==> src/include/crs_pkg.sv <==
// constants of the reset, strap and clock-setup block
package crs_pkg;

    localparam int CRS_AW = 12;

    // register byte offsets
    localparam logic [11:0] CRS_CTRL_OFF = 12'h000;
    localparam logic [11:0] CRS_STAT_OFF = 12'h004;
    localparam logic [11:0] CRS_EVT_OFF = 12'h008;
    localparam logic [11:0] CRS_RATIO_OFF = 12'h00C;

    // control fields
    localparam int CRS_CTRL_CHK = 0;
    localparam logic [31:0] CRS_CTRL_RST = 32'h0000_0001;

    // status fields
    localparam int CRS_ST_BIG = 0;
    localparam int CRS_ST_RATIO = 1;
    localparam int CRS_ST_BYP_N = 3;
    localparam int CRS_ST_CMP_N = 4;
    localparam int CRS_ST_VALID = 5;
    localparam int CRS_ST_FSM = 6;
    localparam int CRS_ST_COLD = 10;

    // event fields, write one to clear
    localparam int CRS_EV_COLD = 0;
    localparam int CRS_EV_WARM = 1;
    localparam int CRS_EV_SHORT_COLD = 2;
    localparam int CRS_EV_SHORT_WARM = 3;
    localparam int CRS_EV_W = 4;

    // ratio register fields
    localparam int CRS_RT_HALF = 4;

    // minimum hold counts, in bus clock cycles
    localparam int CRS_COLD_MIN = 65536;
    localparam int CRS_RESTART_MIN = 64;
    localparam int CRS_CNT_W = 18;

    // strap reset values until first capture
    localparam logic [1:0] CRS_RATIO_RST = 2'h0;

    typedef enum logic [3:0] {
        CRS_COLD = 4'b0001,
        CRS_HOLD = 4'b0010,
        CRS_WARM = 4'b0100,
        CRS_RUN = 4'b1000
    } crs_state_e;

endpackage

==> src/rtl/crs_pin_sync.sv <==
// three-stage pin synchroniser with agreement filter
module crs_pin_sync
    import crs_pkg::*;
#(
    parameter int W = 1,
    parameter logic [W-1:0] RST = '0
)
(
    input wire logic clk,
    input wire logic rst_n,
    input wire logic [W-1:0] d,
    output logic [W-1:0] q
);

    logic [W-1:0] s1;
    logic [W-1:0] s2;
    logic [W-1:0] s3;

    // s1 feeds only s2; output follows once s2 and s3 agree
    always_ff @(posedge clk or negedge rst_n)
    begin
        if (!rst_n)
        begin
            s1 <= RST;
            s2 <= RST;
            s3 <= RST;
            q <= RST;
        end
        else
        begin
            s1 <= d;
            s2 <= s1;
            s3 <= s2;
            for (int i = 0; i < W; i++)
            begin
                if (s2[i] == s3[i])
                begin
                    q[i] <= s3[i];
                end
            end
        end
    end

endmodule

==> src/rtl/crs_byp_phase.sv <==
// half-rate system clock phase for clock bypass mode
module crs_byp_phase
    import crs_pkg::*;
(
    input wire logic clk,
    input wire logic rst_n,
    input wire logic align,
    output logic phase,
    output logic rise
);

    logic next_phase;

    // align edge is a falling edge, so the next one rises
    assign next_phase = align ? 1'b0 : ~phase;

    always_ff @(posedge clk or negedge rst_n)
    begin
        if (!rst_n)
        begin
            phase <= 1'b0;
            rise <= 1'b0;
        end
        else
        begin
            phase <= next_phase;
            rise <= next_phase;
        end
    end

endmodule

==> src/rtl/crs_reset_init.sv <==
// reset sequencer, strap latch, clock setup and apb status block
module crs_reset_init
    import crs_pkg::*;
#(
    parameter int COLD_MIN = CRS_COLD_MIN,
    parameter int RESTART_MIN = CRS_RESTART_MIN
)
(
    input wire logic pclk,
    input wire logic presetn,
    input wire logic psel,
    input wire logic penable,
    input wire logic pwrite,
    input wire logic [CRS_AW-1:0] paddr,
    input wire logic [31:0] pwdata,
    output logic [31:0] prdata,
    output logic pready,
    output logic pslverr,
    input wire logic full_init_n,
    input wire logic logic_restart_n,
    input wire logic byte_order_sel,
    input wire logic [1:0] core_ratio_sel,
    input wire logic pll_skip_n,
    input wire logic compat_protocol_sel_n,
    output logic core_rst_n,
    output logic jtag_rst_n,
    output logic clk_restart,
    output logic fsm_rst,
    output logic bpt_clear,
    output logic abort_multicycle,
    output logic load_wb_kill,
    output logic reset_vec_go,
    output logic reset_vec_cold,
    output logic [31:0] sys_addr_data_bus_o,
    output logic sys_addr_data_bus_oe,
    output logic big_endian,
    output logic [1:0] ratio_sel,
    output logic [3:0] core_mult_x2,
    output logic core_half_phase,
    output logic pll_bypass,
    output logic compat_proto,
    output logic sys_clk_phase,
    output logic sys_clk_rise
);

    ////////////////////////////////////////////////////////////////////////////
    // ratio table: core clock over bus clock, times two

    function automatic logic [3:0] ratio_x2(input logic [1:0] code);
        logic [3:0] r;
        r = 4'h4;
        unique case (code)
            2'h0: r = 4'h8;
            2'h1: r = 4'h6;
            2'h2: r = 4'h5;
            2'h3: r = 4'h4;
        endcase
        return r;
    endfunction

    function automatic logic [CRS_CNT_W-1:0] sat_inc(input logic [CRS_CNT_W-1:0] v);
        return (&v) ? v : v + 1'b1;
    endfunction

    ////////////////////////////////////////////////////////////////////////////
    // pin synchronisers

    logic init_f;
    logic restart_f;
    logic [4:0] strap_f;

    crs_pin_sync #(.W(2), .RST(2'b00)) u_rst_sync (
        .clk(pclk),
        .rst_n(presetn),
        .d({full_init_n, logic_restart_n}),
        .q({init_f, restart_f})
    );

    crs_pin_sync #(.W(5), .RST(5'b0_1100)) u_strap_sync (
        .clk(pclk),
        .rst_n(presetn),
        .d({byte_order_sel, core_ratio_sel, pll_skip_n, compat_protocol_sel_n}),
        .q(strap_f)
    );

    ////////////////////////////////////////////////////////////////////////////
    // sequencer

    crs_state_e state;
    crs_state_e next_state;
    logic init_q;
    logic cap_pend;
    logic from_cold;
    logic [CRS_CNT_W-1:0] hold_cnt;
    logic [CRS_CNT_W-1:0] next_hold_cnt;

    wire init_rel = init_f & ~init_q;
    wire in_reset = (state != CRS_RUN);
    wire leave_reset = in_reset & (next_state == CRS_RUN);
    wire cold_enter = ~init_f & (state != CRS_COLD);
    wire warm_enter = (state == CRS_RUN) & init_f & ~restart_f;

    always_comb
    begin
        next_state = state;
        unique case (state)
            CRS_COLD:
            begin
                if (init_f)
                begin
                    next_state = restart_f ? CRS_RUN : CRS_HOLD;
                end
            end
            CRS_HOLD, CRS_WARM:
            begin
                if (!init_f)
                begin
                    next_state = CRS_COLD;
                end
                else if (restart_f)
                begin
                    next_state = CRS_RUN;
                end
            end
            CRS_RUN:
            begin
                if (!init_f)
                begin
                    next_state = CRS_COLD;
                end
                else if (!restart_f)
                begin
                    next_state = CRS_WARM;
                end
            end
            default: next_state = CRS_COLD;
        endcase
    end

    // cycles the current reset input has been low, restarted at each phase
    assign next_hold_cnt = (cold_enter | warm_enter | init_rel) ? '0 :
        in_reset ? sat_inc(hold_cnt) : hold_cnt;

    always_ff @(posedge pclk or negedge presetn)
    begin
        if (!presetn)
        begin
            state <= CRS_COLD;
            init_q <= 1'b0;
            cap_pend <= 1'b0;
            from_cold <= 1'b1;
            hold_cnt <= '0;
        end
        else
        begin
            state <= next_state;
            init_q <= init_f;
            cap_pend <= init_rel;
            hold_cnt <= next_hold_cnt;
            if (cold_enter)
            begin
                from_cold <= 1'b1;
            end
            else if (warm_enter)
            begin
                from_cold <= 1'b0;
            end
        end
    end

    ////////////////////////////////////////////////////////////////////////////
    // reset outputs

    // assertion straight from the pins so in-flight work stops at once (abort_multicycle and load_wb_kill from logic_restart_n only);
    // release waits for the synchronised sequencer
    assign core_rst_n = logic_restart_n & full_init_n & ~in_reset;
    assign fsm_rst = ~core_rst_n;
    assign abort_multicycle = ~logic_restart_n | in_reset;
    assign load_wb_kill = ~logic_restart_n | in_reset;
    assign jtag_rst_n = full_init_n & (state != CRS_COLD);
    assign sys_addr_data_bus_oe = ~core_rst_n;
    assign sys_addr_data_bus_o = 32'h0000_0000;

    always_ff @(posedge pclk or negedge presetn)
    begin
        if (!presetn)
        begin
            clk_restart <= 1'b0;
            bpt_clear <= 1'b0;
            reset_vec_go <= 1'b0;
            reset_vec_cold <= 1'b1;
        end
        else
        begin
            clk_restart <= cold_enter;
            bpt_clear <= cold_enter | warm_enter;
            reset_vec_go <= leave_reset;
            if (leave_reset)
            begin
                reset_vec_cold <= from_cold;
            end
        end
    end

    ////////////////////////////////////////////////////////////////////////////
    // strap latch, one cycle after release of full init

    logic straps_valid;

    always_ff @(posedge pclk or negedge presetn)
    begin
        if (!presetn)
        begin
            big_endian <= 1'b0;
            ratio_sel <= CRS_RATIO_RST;
            pll_bypass <= 1'b0;
            compat_proto <= 1'b0;
            straps_valid <= 1'b0;
        end
        else if (cap_pend)
        begin
            big_endian <= strap_f[4];
            ratio_sel <= strap_f[3:2];
            pll_bypass <= ~strap_f[1];
            compat_proto <= ~strap_f[0];
            straps_valid <= 1'b1;
        end
        else if (cold_enter)
        begin
            straps_valid <= 1'b0;
        end
    end

    ////////////////////////////////////////////////////////////////////////////
    // clock setup

    logic byp_phase;
    logic byp_rise;

    assign core_mult_x2 = pll_bypass ? 4'h4 : ratio_x2(ratio_sel);
    // odd doubled ratio means edges land on the opposite bus phase
    assign core_half_phase = core_mult_x2[0];

    // the incoming clock drives the phase divider; the edge that samples
    // the release is the one the alignment is taken from
    crs_byp_phase u_byp (
        .clk(pclk),
        .rst_n(presetn),
        .align(init_rel),
        .phase(byp_phase),
        .rise(byp_rise)
    );

    // with the pll in use the system clock is the bus clock itself
    assign sys_clk_phase = pll_bypass ? byp_phase : 1'b1;
    assign sys_clk_rise = pll_bypass ? byp_rise : 1'b1;

    ////////////////////////////////////////////////////////////////////////////
    // hold-time checks and events

    logic [31:0] ctrl;
    logic [CRS_EV_W-1:0] evt;
    logic [CRS_EV_W-1:0] evt_set;
    logic [CRS_EV_W-1:0] evt_clr;

    wire chk_en = ctrl[CRS_CTRL_CHK];
    // the pins are the other party's, these only report a short hold
    wire short_cold = init_rel & (hold_cnt < CRS_CNT_W'(COLD_MIN));
    wire short_warm = leave_reset & (hold_cnt < CRS_CNT_W'(RESTART_MIN));

    assign evt_set[CRS_EV_COLD] = leave_reset & from_cold;
    assign evt_set[CRS_EV_WARM] = leave_reset & ~from_cold;
    assign evt_set[CRS_EV_SHORT_COLD] = chk_en & short_cold;
    assign evt_set[CRS_EV_SHORT_WARM] = chk_en & short_warm;

    ////////////////////////////////////////////////////////////////////////////
    // apb slave

    wire setup = psel & ~penable;
    wire wr_acc = psel & penable & pwrite;
    wire hit_ctrl = (paddr == CRS_CTRL_OFF);
    wire hit_stat = (paddr == CRS_STAT_OFF);
    wire hit_evt = (paddr == CRS_EVT_OFF);
    wire hit_ratio = (paddr == CRS_RATIO_OFF);
    wire hit_any = hit_ctrl | hit_stat | hit_evt | hit_ratio;

    logic [31:0] stat_word;
    logic [31:0] ratio_word;
    logic [31:0] rd_mux;

    assign evt_clr = (wr_acc & hit_evt) ? pwdata[CRS_EV_W-1:0] : '0;

    always_comb
    begin
        stat_word = 32'h0000_0000;
        stat_word[CRS_ST_BIG] = big_endian;
        stat_word[CRS_ST_RATIO +: 2] = ratio_sel;
        stat_word[CRS_ST_BYP_N] = ~pll_bypass;
        stat_word[CRS_ST_CMP_N] = ~compat_proto;
        stat_word[CRS_ST_VALID] = straps_valid;
        stat_word[CRS_ST_FSM +: 4] = state;
        stat_word[CRS_ST_COLD] = from_cold;
        ratio_word = 32'h0000_0000;
        ratio_word[3:0] = core_mult_x2;
        ratio_word[CRS_RT_HALF] = core_half_phase;
    end

    assign rd_mux = hit_ctrl ? ctrl :
        hit_stat ? stat_word :
        hit_evt ? {{(32 - CRS_EV_W){1'b0}}, evt} :
        hit_ratio ? ratio_word : 32'h0000_0000;

    assign pready = 1'b1;
    assign pslverr = psel & penable & ~hit_any;

    always_ff @(posedge pclk or negedge presetn)
    begin
        if (!presetn)
        begin
            ctrl <= CRS_CTRL_RST;
            evt <= '0;
            prdata <= 32'h0000_0000;
        end
        else
        begin
            if (wr_acc & hit_ctrl)
            begin
                ctrl <= {31'h0000_0000, pwdata[CRS_CTRL_CHK]};
            end
            // a set in the clearing cycle survives
            evt <= (evt & ~evt_clr) | evt_set;
            if (setup)
            begin
                prdata <= rd_mux;
            end
        end
    end

endmodule

==> config.mk <==
export PLATFORM = sky130hd
export DESIGN_NAME = crs_reset_init
export DESIGN_NICKNAME = d
export VERILOG_FILES = /design/src/include/crs_pkg.sv /design/src/rtl/crs_pin_sync.sv /design/src/rtl/crs_byp_phase.sv /design/src/rtl/crs_reset_init.sv
export SDC_FILE = /design/constraint.sdc
export NUM_CORES = 1
export LEC_CHECK = 0
export BUFFER_PORTS_ARGS = -buffer_cell sky130_fd_sc_hd__buf_2
export CELL_PAD_IN_SITES_DETAIL_PLACEMENT = 1
export CELL_PAD_IN_SITES_GLOBAL_PLACEMENT = 1
export CORE_MARGIN = 2
export CORE_UTILIZATION = 34
export DETAILED_ROUTE_END_ITERATION = 8
export PLACE_DENSITY = 0.89
export REMOVE_ABC_BUFFERS = 1
export SLEW_MARGIN = 0
export SYNTH_ARGS = -nofsm -noshare
export SYNTH_HDL_FRONTEND = slang
export SYNTH_SLANG_ARGS = --single-unit
==> constraint.sdc <==
create_clock -name pclk -period 2.2 [get_ports pclk]
set_input_delay 0.11 -clock pclk [delete_from_list [all_inputs] [get_ports pclk]]
set_output_delay 0.11 -clock pclk [all_outputs]
set_load 0.01 [all_outputs]
; Word-level counts from Yosys, hierarchy flattened
; Cells that the tools add are included.
; W data, S select, Z words.
[classes]
n_eq_ne = 21
bitwise_logic = 43
mux = 23
n_lt_le_gt_ge = 2
n_reduce_logical = 8
n_addsub = 1
[op_table]
columns = cell, count
row1 = $mux W18, 3
row2 = $mux W4, 8
row3 = $eq A12 B4 Y1 const B, 2
row4 = $mux W11, 2
row5 = $and A1 B1 Y1, 20
row6 = $add A18 B1 Y18 const B, 1
row7 = $lt A18 B17 Y1 const B, 1
row8 = $lt A18 B7 Y1 const B, 1
row9 = $reduce_and A18 Y1, 1
row10 = $pmux W4 S4, 1
row11 = $not A1 Y1, 14
row12 = $eq A12 B3 Y1 const B, 1
row13 = $logic_not A12 Y1, 1
row14 = $pmux W4 S3, 1
row15 = $mux W5, 2
row16 = $eq A4 B4 Y1 const B, 2
row17 = $eq A1 B1 Y1, 7
row18 = $mux W1, 6
row19 = $or A1 B1 Y1, 6
row20 = $reduce_bool A2 Y1, 3
row21 = $and A4 B4 Y4, 1
row22 = $eq A2 B2 Y1 const B, 2
row23 = $eq A4 B1 Y1 const B, 1
row24 = $eq A4 B2 Y1 const B, 1
row25 = other kinds (10), 10
[totals]
ff_bits = 101
output_inout_bits = 88
elab_cells = 129
input_bits = 56

; Logic depth before layout (Yosys ltp)
[logic_depth]
ltp_word = 8
depth_mapped = 6

; Cells and area by module
; A second synthesis with hierarchy kept.
[hier_totals]
cells_unflattened = 350
hier_area_um2 = 3797.4
[by_module_without_submodules]
columns = module, seq_area_each_um2, instances, area_per_inst_um2, cells_each
row1 = crs_reset_init, 1281.2, 1, 2971.6, 312
row2 = crs_pin_sync (u_strap_sync), 510.5, 1, 566.8, 25
row3 = crs_pin_sync (u_rst_sync), 200.2, 1, 222.7, 10
row4 = crs_byp_phase, 25.0, 1, 36.3, 3

; Worst setup path after synthesis
; Ideal clock, no wire load.
[synth_timing]
path_type = reg-to-reg
start = reg state[0]
end = reg hold_cnt[13]
setup_slack_ns = 0.182
arrival_time_ns = 1.945
n_path_buf = 2
t_required_ns = 2.127
stages_incl_launch_ff = 7
setup_time_ns = 0.073
path_cell_list = dfstp_2 > buf_6 > nor4b_4 > or4_1 > buf_2 > or4_4 > a21oi_2
[synth_between]
elab_chain_len = 7
elab_cells_between_ends = 12
[synth_lines]
columns = item, line
row1 = start: declaration, crs_reset_init.sv:89  ; crs_state_e state;
row2 = start signal: assignment, crs_reset_init.sv:156  ; state <= next_state;
row3 = $eq A4 B4 Y1, crs_reset_init.sv:101  ; wire warm_enter = (state == CRS_RUN) & init_f & ~restart_f;
row4 = $and A1 B1 Y1 (2 in series), crs_reset_init.sv:101
row5 = $or A1 B1 Y1 (2 in series), crs_reset_init.sv:141  ; assign next_hold_cnt = (cold_enter | warm_enter | init_rel) ? '0 :
row6 = $ne A2 B2 Y1 (no line) / $reduce_bool A2 Y1 (equally long branches), --
row7 = $reduce_and A2 Y1 (no line), --
row8 = end signal: assignment, crs_reset_init.sv:159  ; hold_cnt <= next_hold_cnt;
row9 = end: declaration, crs_reset_init.sv:94  ; logic [CRS_CNT_W-1:0] hold_cnt;
; Parallel ways exist; a longest one is shown, timed or not.
; A chain may end at the register's enable or synchronous reset.

; Worst setup path in the final report
; Ends and elaborated chain as after synthesis.

==> results.md <==
- ANT nets after route: 0
- Clk root buf: clkbuf_16
- Period utilization: 92.5%
- Reg2Reg Depth: 4
- RR Startpoint: state[0]
- HP Class: in -> reg
- Worst Path Arrival: 2.30 ns
- Slew margin rel.: 62.2%
- Clk_lat worst skew: 0.33 ns
- Pwr/cell area: 909 mW/mm^2
- Initial antenna violation count: 0
- Core box area: 0.0113 sq mm
- Final core occ: 40.0%
- Post-DP HPWL: 6500 microns
- Pre-antenna DRT Iters: 4
- Setup slack, reg-to-reg: 0.17 ns
- Total track usage: 15.4%
- Reg area: 0.00202 sq mm
- First-pass GRT wire length: 15,300 microns
- FFs w/ async S/R, synth: 100%
- Slew @ Worst Pin: 0.565 ns
- Number of global-route vias before repair: 3,009
- Total vias in the final route: 2,841
- Logic pwr share: 19.0%
- Top_reg_cell synth: dfrtp_1
- IO buf count: 61
- Site Rows: 39
- Synth Area per Inst: 11.0 sq um
- Final count of negative-setup-slack endpoints: 0
- P_sw: 1.20 mW
- Max-slew violation count: 0
- Sequential Power Share: 44.6%
- I/O Pins: 144
- Initial drt markers: 135
- WS Path Type: reg -> reg
- Worst-case hold path end point: ctrl[0]
- Outcome: finished clean
- Peak supply drop: 0.305 mV
- Synth top area share: 43.5%
- Internal Pwr Total: 2.92 mW
- TritonCTS buffer count: 9
- Area grow syn2layout: 15.9%
- R2r endpoint: hold_cnt[13]
- Yosys warnings: 0
- Unique cell type count in the Yosys netlist: 58
- Clock power frac: 36.4%
- Hold_sp: pwdata[0]
- CP bufs+invs: 0
- Crit-path cells: nor4b_4 > or4_4 > or4_4 > a21oi_2
- Initial core utilization: 34.5%
- Yosys reg bits: 80
- Worst path max stage delay: 0.62 ns
- Fmax: 491 MHz
- Cell mode on critical path: or4_4
- Final-layout fill cell count: 1,277
- Gpl congestion: 0.840
- Reg clk slew, reported paths: 0.06 ns
- Post-synth design cell area: 0.00391 sq mm
- Min-Delay Path Depth: 2
- Leak Pwr: 2.08 nW
- EDFF count, synth: 0
- CP delay by family, top: simple AND/OR/NAND/NOR gates
- Largest net degree at the start of global routing: 44
- Crit start category: flip-flop
- Vias per cell: 4.98
- Routed wire length: 9170 microns
- CP max-delay cell: or4_4
- Worst EP required: 2.46 ns
- Synthesized netlist cell count: 354
- Worst-path fanout max: 10
- Die span in y: 111 microns
- Sequential fraction of the synthesis area: 51.6%
- Setup TNS: 0 ns
- RSZ-0062 raised after global routing: no
- Worst Setup End Kind: flip-flop
- Bufs on Longest Clock Path: 2
- Leading area contributor after synthesis: dfrtp_1
- CTS tree: built
- DRC viols: 0
- Die area: 0.0124 sq mm
- H-tree lvl count: 3
- DR WL/cell: 16.1 microns
- CTS sink cnt: 80
- Die Wd: 111 microns
- Max Cap Violations: 0
- Diode count: 0
- Worst Skew: 0.00584 ns
- Grt total ovfl: 0
- Layout cells sized above 1: 26.6%
- Tmin final: 2.03 ns
- Top cells by area, synth: dfrtp_1 (44%), buf_4 (12%), dfstp_2 (8.1%)
- Net count, final: 480
- Multi-input logic area: 0.00152 sq mm
- Sw frac: 29.1%
- Hold Violations, Final: 0
per-stage QoR:
stage	cells	total power, mW	area (sq um)	hold WS, ns	setup WS [ns]
after floorplan	331	2.25	3570	-0.186	0.153
after global placement	547	2.56	4140	0.134	0.0917
after detailed placement	547	2.63	4140	0.140	0.0544
after CTS	571	4.16	4530	0.0293	0.0372
after global routing	571	4.34	4530	0.0295	0.0790
final	571	4.12	4530	0.0429	0.165
state kept, by name, indices dropped and copies added (netlist names), 4 cells and up:
register	cells
state	4
hold_cnt	18
u_strap_sync.s1	5
u_strap_sync.s3	5
u_strap_sync.q	5
u_strap_sync.s2	5
prdata	11
evt	4
placed cells by master (no fill, tap or decap), types with 8 or more instances in the layout:
master and count:
dfrtp_1 68, buf_2 60, conb_1 54, nand3_1 18, nand2_1 15, a21oi_1 14
buf_4 13, o21ai_0 12, dfstp_2 12, nor2_1 11, a22o_1 10, clkbuf_16 9
inv_1 8, dlygate4sd3_1 8
power by group through the flow:
stage | logic, mW | registers (mW) | clock network, mW
floorplan | 0.418 | 1.83 | 0
global placement | 0.724 | 1.84 | 0
detailed placement | 0.768 | 1.86 | 0
CTS | 0.786 | 1.84 | 1.54
global route | 0.867 | 1.87 | 1.61
finish | 0.781 | 1.84 | 1.50
cell type report:
type | instances | area share [%]
Tap cell | 143 | 3.95
Sequential cell | 80 | 44.5
Inverter | 8 | 0.663
Timing Repair Buffer | 81 | 10.6
Clock inverter | 2 | 0.829
Clock buffer | 14 | 5.83
Multi-Input combinational cell | 243 | 33.6
Yosys cell counts, types with 7 or more instances:
master    count
nand4_1       7
clkbuf_1      8
buf_4        61
nor2_1       11
dfstp_2      12
dfrtp_1      68
nand3_1      18
nand2_1      15
o21ai_0      12
inv_1         8
a21oi_1      14
maj3_1        7
a22o_1       10
o31ai_1       7
worst reg2reg max path, delay by kind of cell, from the launching register on:
kind / cells / cell delay, ns
DFF: 1 / 0.61
and+or+nand+nor: 3 / 1.22
AOI/OAI and AO/OA: 1 / 0.14
layer usage:
metal	track usage, %	share of wire [%]	up-vias
met5	0	0	-
met4	4.94	1.3	0
met3	4.81	5.0	13
met2	27.4	54	74
met1	17.6	40	1453
li1	-	-	1301
cells by family after synthesis:
family,after synthesis,share of synthesized area [%]
simple gates,102,15.9
fa+ha+maj,8,2.11
buf+inv,83,14.5
xor+xnor,2,0.448
mux,12,3.55
flops,80,51.6
other cells,2,0.192
compound gates,65,11.7
worst max-delay path by stage:
stage | start | to | slack [ns] | cells past startpoint
floorplan | state[1] | hold_cnt[11] | 0.15 | 4
global placement | state[0] | hold_cnt[13] | 0.09 | 4
detailed placement | state[0] | hold_cnt[13] | 0.05 | 4
CTS | state[0] | hold_cnt[13] | 0.04 | 4
global route | state[1] | hold_cnt[1] | 0.08 | 5
finish | state[0] | hold_cnt[13] | 0.17 | 4
timing repair:
item,CTS,global route
hold buffers,8,0
endpoints found under the hold margin,46,0
endpoints found under the setup margin,0,1
setup buffers,0,0
resized for setup,0,1
(Power assumes the default switching activity.)
